**config.mk**
```make
export PLATFORM = sky130hd
export DESIGN_NAME = nop_and_byte_or_decode
export DESIGN_NICKNAME = d
export VERILOG_FILES = /design/src/shared/or_decode_pkg.sv /design/src/hdl/or_data_ram.sv /design/src/hdl/nop_and_byte_or_decode.sv
export SDC_FILE = /design/constraint.sdc
export NUM_CORES = 2
export LEC_CHECK = 0
export BUFFER_PORTS_ARGS = -buffer_cell sky130_fd_sc_hd__buf_4
export CORE_MARGIN = 3
export CORE_UTILIZATION = 35
export CTS_BUF_LIST = sky130_fd_sc_hd__clkbuf_8
export DETAILED_ROUTE_END_ITERATION = 6
export PLACE_DENSITY_LB_ADDON = 0.05
export SKIP_CTS_REPAIR_TIMING = 1
export SYNTH_ARGS = -nofsm -noshare
export SYNTH_HDL_FRONTEND = slang
export SYNTH_HIERARCHICAL = 1
export SYNTH_SLANG_ARGS = --single-unit
```
**constraint.sdc**
```tcl
create_clock -name i_clk -period 28.9 [get_ports i_clk]
set_input_delay 1.445 -clock i_clk [delete_from_list [all_inputs] [get_ports i_clk]]
set_output_delay 1.445 -clock i_clk [all_outputs]
set_load 0.05 [all_outputs]
```
**src/shared/or_decode_pkg.sv**
```systemverilog
/*
 * Shared constants, types and decode functions for the no-operation and byte OR
 * execution block and its internal data memory.
 * Assumes one core clock, a fetch unit that hands over code bytes in order, and
 * an on-chip special function register space above the internal RAM.
 */
package or_decode_pkg;

   // Opcodes and opcode prefixes.
   localparam logic [7:0] OPC_NOP = 8'h00;
   localparam logic [4:0] OPC_OR_RN_HI = 5'h09;
   localparam logic [6:0] OPC_OR_IND_HI = 7'h23;
   localparam logic [7:0] OPC_OR_IMM = 8'h44;
   localparam logic [7:0] OPC_OR_DIR = 8'h45;
   localparam logic [7:0] OPC_OR_DA = 8'h42;
   localparam logic [7:0] OPC_OR_DI = 8'h43;

   // Address map of the direct space.
   localparam logic [7:0] ACC_ADDR = 8'he0;
   localparam logic [1:0] PORT_ADDR_HI = 2'h2;
   localparam logic [3:0] PORT_ADDR_LO = 4'h0;
   localparam int PORT_IDX_LSB = 4;
   localparam int RAM_DEPTH = 256;
   localparam int RAM_AW = 8;

   // Reset values.
   localparam logic [7:0] ACC_RST = 8'h00;
   localparam logic [7:0] PORT_RST = 8'hff;
   localparam logic [15:0] PC_RST = 16'h0000;

   // One machine cycle spans this many core clocks.
   localparam int MC_CLKS = 3;

   typedef enum logic [0:0] {S_FETCH, S_EXEC} fsm_e;
   typedef enum logic [2:0] {F_NOP, F_RN, F_DIR, F_IND, F_IMM, F_DA, F_DI, F_BAD} form_e;

   typedef logic [3:0][7:0] port_bank_t;

   typedef struct packed {
      logic we;
      logic [7:0] addr;
      logic [7:0] data;
   } sfr_wr_s;

   function automatic form_e decode_form(input logic [7:0] opc);
      form_e f;
      f = F_BAD;
      if (opc == OPC_NOP) f = F_NOP;
      else if (opc[7:3] == OPC_OR_RN_HI) f = F_RN;
      else if (opc[7:1] == OPC_OR_IND_HI) f = F_IND;
      else if (opc == OPC_OR_DIR) f = F_DIR;
      else if (opc == OPC_OR_IMM) f = F_IMM;
      else if (opc == OPC_OR_DA) f = F_DA;
      else if (opc == OPC_OR_DI) f = F_DI;
      return f;
   endfunction : decode_form

   function automatic logic [1:0] instr_len(input logic [7:0] opc);
      form_e f;
      f = decode_form(opc);
      if (f == F_DI) return 2'h3;
      if (f == F_DIR || f == F_IMM || f == F_DA) return 2'h2;
      return 2'h1;
   endfunction : instr_len

   function automatic logic [1:0] instr_cycles(input logic [7:0] opc);
      return (decode_form(opc) == F_DI) ? 2'h2 : 2'h1;
   endfunction : instr_cycles

   function automatic logic is_port(input logic [7:0] a);
      return (a[7:6] == PORT_ADDR_HI) && (a[3:0] == PORT_ADDR_LO);
   endfunction : is_port

endpackage : or_decode_pkg

```
**src/hdl/or_data_ram.sv**
```systemverilog
/*
 * Internal data memory of the core: working registers, pointer targets and
 * directly addressed RAM, one synchronous port with registered read data.
 * Assumes the owner presents address and write data from its own clock domain.
 */
`timescale 1ns/1ps
module or_data_ram
   import or_decode_pkg::*;
(
   input wire logic i_clk,
   input wire logic i_nrst,
   input wire logic i_ce,
   input wire logic i_we,
   input wire logic [RAM_AW-1:0] i_addr,
   input wire logic [7:0] i_wdata,
   output logic [7:0] o_rdata
);

   logic [7:0] mem [RAM_DEPTH];

   // Contents are not cleared by reset, as in a real RAM macro.
   always_ff @(posedge i_clk) begin
      if (i_ce && i_we) begin
         mem[i_addr] <= i_wdata;
      end
   end

   always_ff @(posedge i_clk) begin
      if (!i_nrst) begin
         o_rdata <= 8'h00;
      end else if (i_ce) begin
         o_rdata <= mem[i_addr];
      end
   end

endmodule : or_data_ram

```
**src/hdl/nop_and_byte_or_decode.sv**
```systemverilog
/*
 * Execution of the no-operation instruction and the six byte OR forms:
 * code byte intake, operand fetch, OR, write back and program counter advance.
 * Assumes code bytes arrive in order from fetch logic on the core clock, the
 * register bank select comes from the status word, and port pins are asynchronous.
 */
// How it works
// RULE_01: No-operation only advances the program counter.
// RULE_02: Byte OR stores result, flags stay untouched.
// RULE_03: Exactly six OR operand forms are decoded.
// RULE_04: Port destination reads latch, not pins.
// RULE_05: Register form: one byte, one cycle.
// RULE_06: Direct into accumulator: two bytes, one cycle.
// RULE_07: Indirect form via pointer register, one cycle.
// RULE_08: Immediate into accumulator: two bytes, one cycle.
// RULE_09: Immediate into direct: three bytes, two cycles.
// RULE_10: Accumulator into direct: two bytes, one cycle.
`timescale 1ns/1ps
module nop_and_byte_or_decode
   import or_decode_pkg::*;
(
   input wire logic i_clk,
   input wire logic i_nrst,
   input wire logic i_ce,
   input wire logic i_code_valid,
   input wire logic [7:0] i_code,
   input wire logic [1:0] i_bank,
   input wire port_bank_t i_port_pins,
   input wire logic [7:0] i_sfr_rdata,
   output logic o_code_ready,
   output logic [15:0] o_pc,
   output logic [7:0] o_acc,
   output port_bank_t o_port_latch,
   output sfr_wr_s o_sfr_wr,
   output logic o_instr_done,
   output logic o_illegal
);

   typedef struct packed {
      fsm_e state;
      logic [7:0] opc;
      logic [7:0] b1;
      logic [7:0] b2;
      logic [1:0] nb;
      logic [2:0] ph;
      logic [7:0] opnd;
      logic [7:0] acc;
      port_bank_t latch;
      port_bank_t pin_s1;
      port_bank_t pin_s2;
      logic [15:0] pc;
      sfr_wr_s sfr;
      logic done;
      logic illegal;
   } core_s;

   localparam core_s CORE_RST = '{state: S_FETCH, acc: ACC_RST, latch: {4{PORT_RST}},
                                  pc: PC_RST, default: '0};

   core_s st_r;
   core_s st_nxt;
   form_e form;
   logic [2:0] last_ph;
   logic rmw;
   logic [1:0] pidx;
   logic [7:0] rd_val;
   logic [7:0] src;
   logic [7:0] res;
   logic [1:0] len;
   logic mem_we;
   logic [7:0] mem_addr;
   logic [7:0] mem_wdata;
   logic [7:0] mem_rdata;

   or_data_ram u_ram (
      .i_clk(i_clk),
      .i_nrst(i_nrst),
      .i_ce(i_ce),
      .i_we(mem_we),
      .i_addr(mem_addr),
      .i_wdata(mem_wdata),
      .o_rdata(mem_rdata)
   );

   always_comb begin
      st_nxt = st_r;
      st_nxt.done = 1'b0;
      st_nxt.illegal = 1'b0;
      st_nxt.sfr.we = 1'b0;
      st_nxt.pin_s1 = i_port_pins;
      st_nxt.pin_s2 = st_r.pin_s1;
      form = decode_form(st_r.opc);
      last_ph = 3'(int'(instr_cycles(st_r.opc)) * MC_CLKS - 1);
      rmw = (form == F_DA) || (form == F_DI);
      pidx = st_r.b1[PORT_IDX_LSB +: 2];
      res = 8'h00;
      mem_we = 1'b0;
      mem_wdata = 8'h00;
      len = instr_len((st_r.nb == 2'h0) ? i_code : st_r.opc);
      // RULE_04: latch for write-back
      // A plain read of a port sees the pins; a read that will be written back
      // sees the latch, so a pin held low by a load never clears a set bit.
      if (!st_r.b1[7]) begin
         rd_val = mem_rdata;
      end else if (is_port(st_r.b1)) begin
         rd_val = rmw ? st_r.latch[pidx] : st_r.pin_s2[pidx];
      end else if (st_r.b1 == ACC_ADDR) begin
         rd_val = st_r.acc;
      end else begin
         rd_val = i_sfr_rdata;
      end
      // RULE_05: working register address
      // RULE_07: pointer then target
      if (form == F_RN) begin
         mem_addr = {3'h0, i_bank, st_r.opc[2:0]};
      end else if (form == F_IND) begin
         mem_addr = (st_r.ph == 3'h0) ? {3'h0, i_bank, 2'h0, st_r.opc[0]} : mem_rdata;
      end else begin
         mem_addr = st_r.b1;
      end
      // RULE_08: immediate source byte
      if (form == F_RN || form == F_DIR) begin
         src = st_r.opnd;
      end else if (form == F_IND) begin
         src = mem_rdata;
      end else begin
         src = st_r.b1;
      end
      unique case (st_r.state)
         S_FETCH: begin
            if (i_code_valid) begin
               unique case (st_r.nb)
                  2'h0: st_nxt.opc = i_code;
                  2'h1: st_nxt.b1 = i_code;
                  default: st_nxt.b2 = i_code;
               endcase
               // RULE_06: length from opcode
               if (2'(st_r.nb + 2'h1) == len) begin
                  st_nxt.state = S_EXEC;
                  st_nxt.ph = 3'h0;
                  st_nxt.nb = 2'h0;
               end else begin
                  st_nxt.nb = 2'(st_r.nb + 2'h1);
               end
            end
         end
         S_EXEC: begin
            st_nxt.ph = 3'(st_r.ph + 3'h1);
            if (st_r.ph == 3'h1) begin
               st_nxt.opnd = (form == F_RN) ? mem_rdata : rd_val;
            end
            if (st_r.ph == last_ph) begin
               st_nxt.state = S_FETCH;
               st_nxt.done = 1'b1;
               // RULE_01: only the counter moves
               st_nxt.pc = 16'(st_r.pc + {14'h0, instr_len(st_r.opc)});
               // RULE_02: OR into destination
               // RULE_03: six forms, rest refused
               if (form == F_RN || form == F_DIR || form == F_IND || form == F_IMM) begin
                  st_nxt.acc = st_r.acc | src;
               end else if (rmw) begin
                  // RULE_09: mask into direct
                  // RULE_10: accumulator into direct
                  res = st_r.opnd | ((form == F_DA) ? st_r.acc : st_r.b2);
                  if (!st_r.b1[7]) begin
                     mem_we = 1'b1;
                     mem_wdata = res;
                  end else if (is_port(st_r.b1)) begin
                     st_nxt.latch[pidx] = res;
                  end else if (st_r.b1 == ACC_ADDR) begin
                     st_nxt.acc = res;
                  end else begin
                     st_nxt.sfr = '{we: 1'b1, addr: st_r.b1, data: res};
                  end
               end else if (form == F_BAD) begin
                  st_nxt.illegal = 1'b1;
               end
            end
         end
      endcase
   end

   always_ff @(posedge i_clk) begin
      if (!i_nrst) begin
         st_r <= CORE_RST;
      end else if (i_ce) begin
         st_r <= st_nxt;
      end
   end

   assign o_code_ready = (st_r.state == S_FETCH);
   assign o_pc = st_r.pc;
   assign o_acc = st_r.acc;
   assign o_port_latch = st_r.latch;
   assign o_sfr_wr = st_r.sfr;
   assign o_instr_done = st_r.done;
   assign o_illegal = st_r.illegal;

   // Helper count of execute clocks, read only by the checks below.
   logic [2:0] xcnt_r;
   always_ff @(posedge i_clk) begin
      if (!i_nrst) begin
         xcnt_r <= 3'h0;
      end else if (i_ce) begin
         xcnt_r <= (st_r.state == S_EXEC) ? 3'(xcnt_r + 3'h1) : 3'h0;
      end
   end

   property p_nop_quiet; // RULE_01
      @(posedge i_clk) disable iff (!i_nrst || !i_ce)
      (st_r.state == S_EXEC && form == F_NOP) |-> !mem_we && !st_nxt.sfr.we
         && st_nxt.acc == st_r.acc && st_nxt.latch == st_r.latch;
   endproperty
   a_nop_quiet: assert property (p_nop_quiet) else $error("nop changed state");

   property p_nop_pc; // RULE_01
      @(posedge i_clk) disable iff (!i_nrst || !i_ce)
      ($rose(st_r.done) && st_r.opc == OPC_NOP) |-> st_r.pc == 16'($past(st_r.pc) + 16'h1)
         && $past(xcnt_r) == 3'h2;
   endproperty
   a_nop_pc: assert property (p_nop_pc) else $error("nop pc or timing wrong");

   property p_or_acc; // RULE_02
      @(posedge i_clk) disable iff (!i_nrst || !i_ce)
      ($rose(st_r.done) && form inside {F_RN, F_DIR, F_IND, F_IMM})
         |-> (st_r.acc & $past(st_r.acc)) == $past(st_r.acc);
   endproperty
   a_or_acc: assert property (p_or_acc) else $error("or lost accumulator bits");

   property p_forms; // RULE_03
      @(posedge i_clk) disable iff (!i_nrst || !i_ce)
      $rose(st_r.done) |-> st_r.illegal == !(st_r.opc == 8'h00 || st_r.opc[7:3] == 5'h09
         || (st_r.opc >= 8'h42 && st_r.opc <= 8'h47));
   endproperty
   a_forms: assert property (p_forms) else $error("form decode wrong");

   property p_port_latch; // RULE_04
      @(posedge i_clk) disable iff (!i_nrst || !i_ce)
      (st_r.state == S_EXEC && st_r.ph == last_ph && rmw && is_port(st_r.b1))
         |=> (st_r.latch[pidx] & $past(st_r.latch[pidx])) == $past(st_r.latch[pidx]);
   endproperty
   a_port_latch: assert property (p_port_latch) else $error("port latch bits lost");

   property p_rn_timing; // RULE_05
      @(posedge i_clk) disable iff (!i_nrst || !i_ce)
      ($rose(st_r.done) && form == F_RN) |-> $past(xcnt_r) == 3'h2
         && st_r.pc == 16'($past(st_r.pc) + 16'h1);
   endproperty
   a_rn_timing: assert property (p_rn_timing) else $error("register form timing wrong");

   property p_dir_timing; // RULE_06
      @(posedge i_clk) disable iff (!i_nrst || !i_ce)
      ($rose(st_r.done) && form == F_DIR) |-> $past(xcnt_r) == 3'h2
         && st_r.pc == 16'($past(st_r.pc) + 16'h2);
   endproperty
   a_dir_timing: assert property (p_dir_timing) else $error("direct form timing wrong");

   property p_ind_addr; // RULE_07
      @(posedge i_clk) disable iff (!i_nrst || !i_ce)
      (st_r.state == S_EXEC && st_r.ph == 3'h0 && form == F_IND)
         |-> mem_addr == {3'h0, i_bank, 2'h0, st_r.opc[0]} ##1 mem_addr == mem_rdata;
   endproperty
   a_ind_addr: assert property (p_ind_addr) else $error("indirect address wrong");

   property p_imm_timing; // RULE_08
      @(posedge i_clk) disable iff (!i_nrst || !i_ce)
      ($rose(st_r.done) && form == F_IMM) |-> $past(xcnt_r) == 3'h2
         && st_r.acc == ($past(st_r.acc) | st_r.b1);
   endproperty
   a_imm_timing: assert property (p_imm_timing) else $error("immediate form wrong");

   property p_di_timing; // RULE_09
      @(posedge i_clk) disable iff (!i_nrst || !i_ce)
      ($rose(st_r.done) && form == F_DI) |-> $past(xcnt_r) == 3'h5
         && st_r.pc == 16'($past(st_r.pc) + 16'h3);
   endproperty
   a_di_timing: assert property (p_di_timing) else $error("immediate direct timing wrong");

   property p_da_timing; // RULE_10
      @(posedge i_clk) disable iff (!i_nrst || !i_ce)
      ($rose(st_r.done) && form == F_DA) |-> $past(xcnt_r) == 3'h2
         && st_r.pc == 16'($past(st_r.pc) + 16'h2);
   endproperty
   a_da_timing: assert property (p_da_timing) else $error("accumulator direct timing wrong");

endmodule : nop_and_byte_or_decode

```
==> flow_summary.json <==
{
  "status": "finished with violations",
  "violations": "max-capacitance violations",
  "yosys.area.top_type": "edfxtp_1",
  "critPathRequiredTime_ps": 29860,
  "synth_most_common_cell": "edfxtp_1",
  "path_clk_slew_ps": 60,
  "skew_ps": 89.9,
  "port_buffers": 129,
  "clockPowerShare": 0.436,
  "clockBufferDepth": 4,
  "drt_iter0_markers": 4957,
  "start_util": 0.352,
  "yosys.area_share.simple": 0.0462,
  "synth_top_family_by_area": "multiplexers",
  "synth_mux_area_frac": 0.150,
  "post-route-drc-count": 0,
  "sw_frac_of_total": 0.214,
  "avgRoutedWirePerCell_um": 32.6,
  "slew_viol_final": 0,
  "coreArea_mm2": 0.254,
  "grtUsageTotal": 0.218,
  "critPathMaxFanout": 79,
  "fin_crit_ps": 7740,
  "seq_power_share": 0.556,
  "pwr-share-comb": 0.008,
  "clkSinkCount": 2233,
  "synth-async-reset-ratio": 0,
  "setup_tns_ps": 0,
  "firstDrtPassIters": 5,
  "ys_warn_count": 6,
  "gp_congestion": 0.818,
  "relSlewSlack": 0.00293,
  "p_int_mw": 4.93,
  "ys_ff_latch": 2233,
  "seq_area_frac_synth": 0.728,
  "endpoint_kind": "register",
  "p_switching_mw": 1.34,
  "antenna_found_initial": 7,
  "grt_max_degree": 203,
  "leakage_nw": 27.3,
  "die_area_mm2": 0.262,
  "min_period_over_period": 0.268,
  "die_h_um": 512,
  "cp-start-kind": "register",
  "synth_top_area_share": 0.687,
  "ios": 130,
  "drv_cap": 1,
  "powerDensity_mw_per_mm2": 61.9,
  "fillers": 23100,
  "synth_xor_area_frac": 0.000293,
  "hp-class": "register to register",
  "crit_arrival_ps": 8690,
  "clock_latency_ps": 1090,
  "synth_ff_type": "edfxtp_1",
  "syn_to_final_growth_pct": 13.1,
  "tightest_slew_ps": 1480,
  "rsz0062_at_grt": "false",
  "synthTopCellsByCount": "edfxtp_1, mux4_2, nor2_1",
  "synth_compound_area_frac": 0.0453,
  "cts_root_buf": "clkbuf_8",
  "rows": 185,
  "drive_above_1_share": 0.242,
  "cts_tree": "done",
  "grt-ovfl-total": 0,
  "num-nets-final": 5288,
  "ir_worst_vdd_uv": 49.4,
  "vias_per_cell": 5.53,
  "cts.htree.levels": 5,
  "synthesis.area_mm2": 0.0895,
  "cts_made_buffers": 410,
  "syn_nets": 4960,
  "grt_pass1_vias": 49800,
  "vias": 49100,
  "grt_pass1_wl_um": 406000,
  "ant_nets": 0,
  "die_width_um": 512,
  "yosysUniqueCellTypes": 88,
  "synthCells": 4898,
  "fmax_ghz": 0.129,
  "avgSynthCellArea_um2": 18.3,
  "dp_hpwl_um": 177000,
  "post-route-util": 0.398,
  "synth-adder-area-share": 0.00120,
  "setup_viol": 0,
  "hold_violations": 0,
  "synth_edf_count": 2048,
  "routed_wl_um": 290000,
  "critPathKind": "register to register",
  "synth_area_leaders": "edfxtp_1, mux4_2, dfxtp_1"
}
[layer usage]
metal,global-route usage,vias to the layer above,share of wire,routed length [um]
li1,-,20500,-,-
met1,0.312,26400,0.45,130000
met2,0.338,1719,0.46,134000
met3,0.0406,424,0.059,17200
met4,0.0693,2,0.031,8940
met5,0,-,0.000035,10
[cell usage in the layout (no fill, tap or decap), types with 61 or more instances in the layout]
master	synthesis	routed
edfxtp_1	2048	2048
mux4_2	457	457
clkbuf_8	0	426
nor2_1	357	353
buf_4	104	304
mux2i_1	286	285
dfxtp_1	185	184
inv_1	29	158
nand2_1	132	131
a21oi_1	127	122
nor3_1	103	99
clkinv_1	1	89
a22oi_1	71	71
nand3_1	73	69
o22ai_1	69	68
o21ai_0	63	61
[through the flow]
| stage | hold slack (ps) | cell area, um2 | instances | total power [mW] | setup slack (ps) |
|---|---|---|---|---|---|
| after CTS | 463 | 101000 | 8884 | 6.37 | 21120 |
| after detailed placement | 454 | 94100 | 8180 | 3.60 | 21170 |
| final | 460 | 101000 | 8887 | 6.27 | 21160 |
| after floorplan | 436 | 89500 | 4898 | 3.58 | 19650 |
| after global routing | 489 | 101000 | 8886 | 6.52 | 21120 |
| after global placement | 447 | 94100 | 8179 | 3.60 | 21210 |
[final timing paths]
path / slack (ps) / depth (start not counted) / start / end
setup / recovery: 21160 / 17 / st_r[175] / u_ram/o_rdata[3]
setup reg to reg: 21160 / 17 / st_r[175] / u_ram/o_rdata[3]
hold reg to reg: 460 / 2 / st_r[154] / st_r[154]
hold / removal: 460 / 2 / st_r[154] / st_r[154]
[cell type report]
| class | count | area, um2 | area share |
|---|---|---|---|
| clock inverters | 278 | 1370 | 0.0136 |
| flip-flops and latches | 2233 | 65200 | 0.644 |
| well taps | 3366 | 4210 | 0.0416 |
| inverters | 30 | 118 | 0.00116 |
| multi-input cells | 2234 | 22000 | 0.217 |
| repair buffers | 317 | 2540 | 0.0251 |
| diodes | 3 | 7.51 | 0.0000741 |
| clock buffers | 426 | 5860 | 0.0579 |
[power by group through the flow]
stage	combinational, mW	sequential, mW	clock, mW
final	0.0504	3.48	2.73
after global routing	0.0544	3.48	2.99
after CTS	0.0508	3.48	2.83
after detailed placement	0.0506	3.55	0
after global placement	0.0507	3.55	0
after floorplan	0.0295	3.55	0
[sequential cells by signal, summed over array words and instances, names as in the netlist, named ones only]
signal	flops
pidx	2
u_ram/mem	2048
o_illegal	1
o_sfr_wr	17
u_ram/o_rdata	8
o_pc	16
st_r	68
o_acc	8
st_nxt	32
o_instr_done	1
[worst max-delay path, stage by stage, from the launching register on]
cell and delay (ps):
dfxtp_1 420, nor4b_4 70, buf_4 240, and2_1 410, a21oi_1 400, nor2_1 150
a21oi_4 120, buf_4 450, buf_12 490, buf_4 640, buf_4 680, and2_2 280
buf_4 470, a22oi_1 240, and3_1 230, o41ai_2 1030, nand4_1 660, a32o_1 400
[logic make-up (layout without fill, tap and decap cells)]
family | after synthesis | count (layout)
AO/OA/AOI/OAI | 599 | 599
XOR/XNOR | 3 | 3
adder cells (fa/ha/maj) | 8 | 8
buffers and inverters | 431 | 1051
flip-flops | 2233 | 2233
multiplexers | 761 | 761
other | 0 | 3
AND/OR/NAND/NOR | 863 | 863
Power figures use the tool's default switching activity.
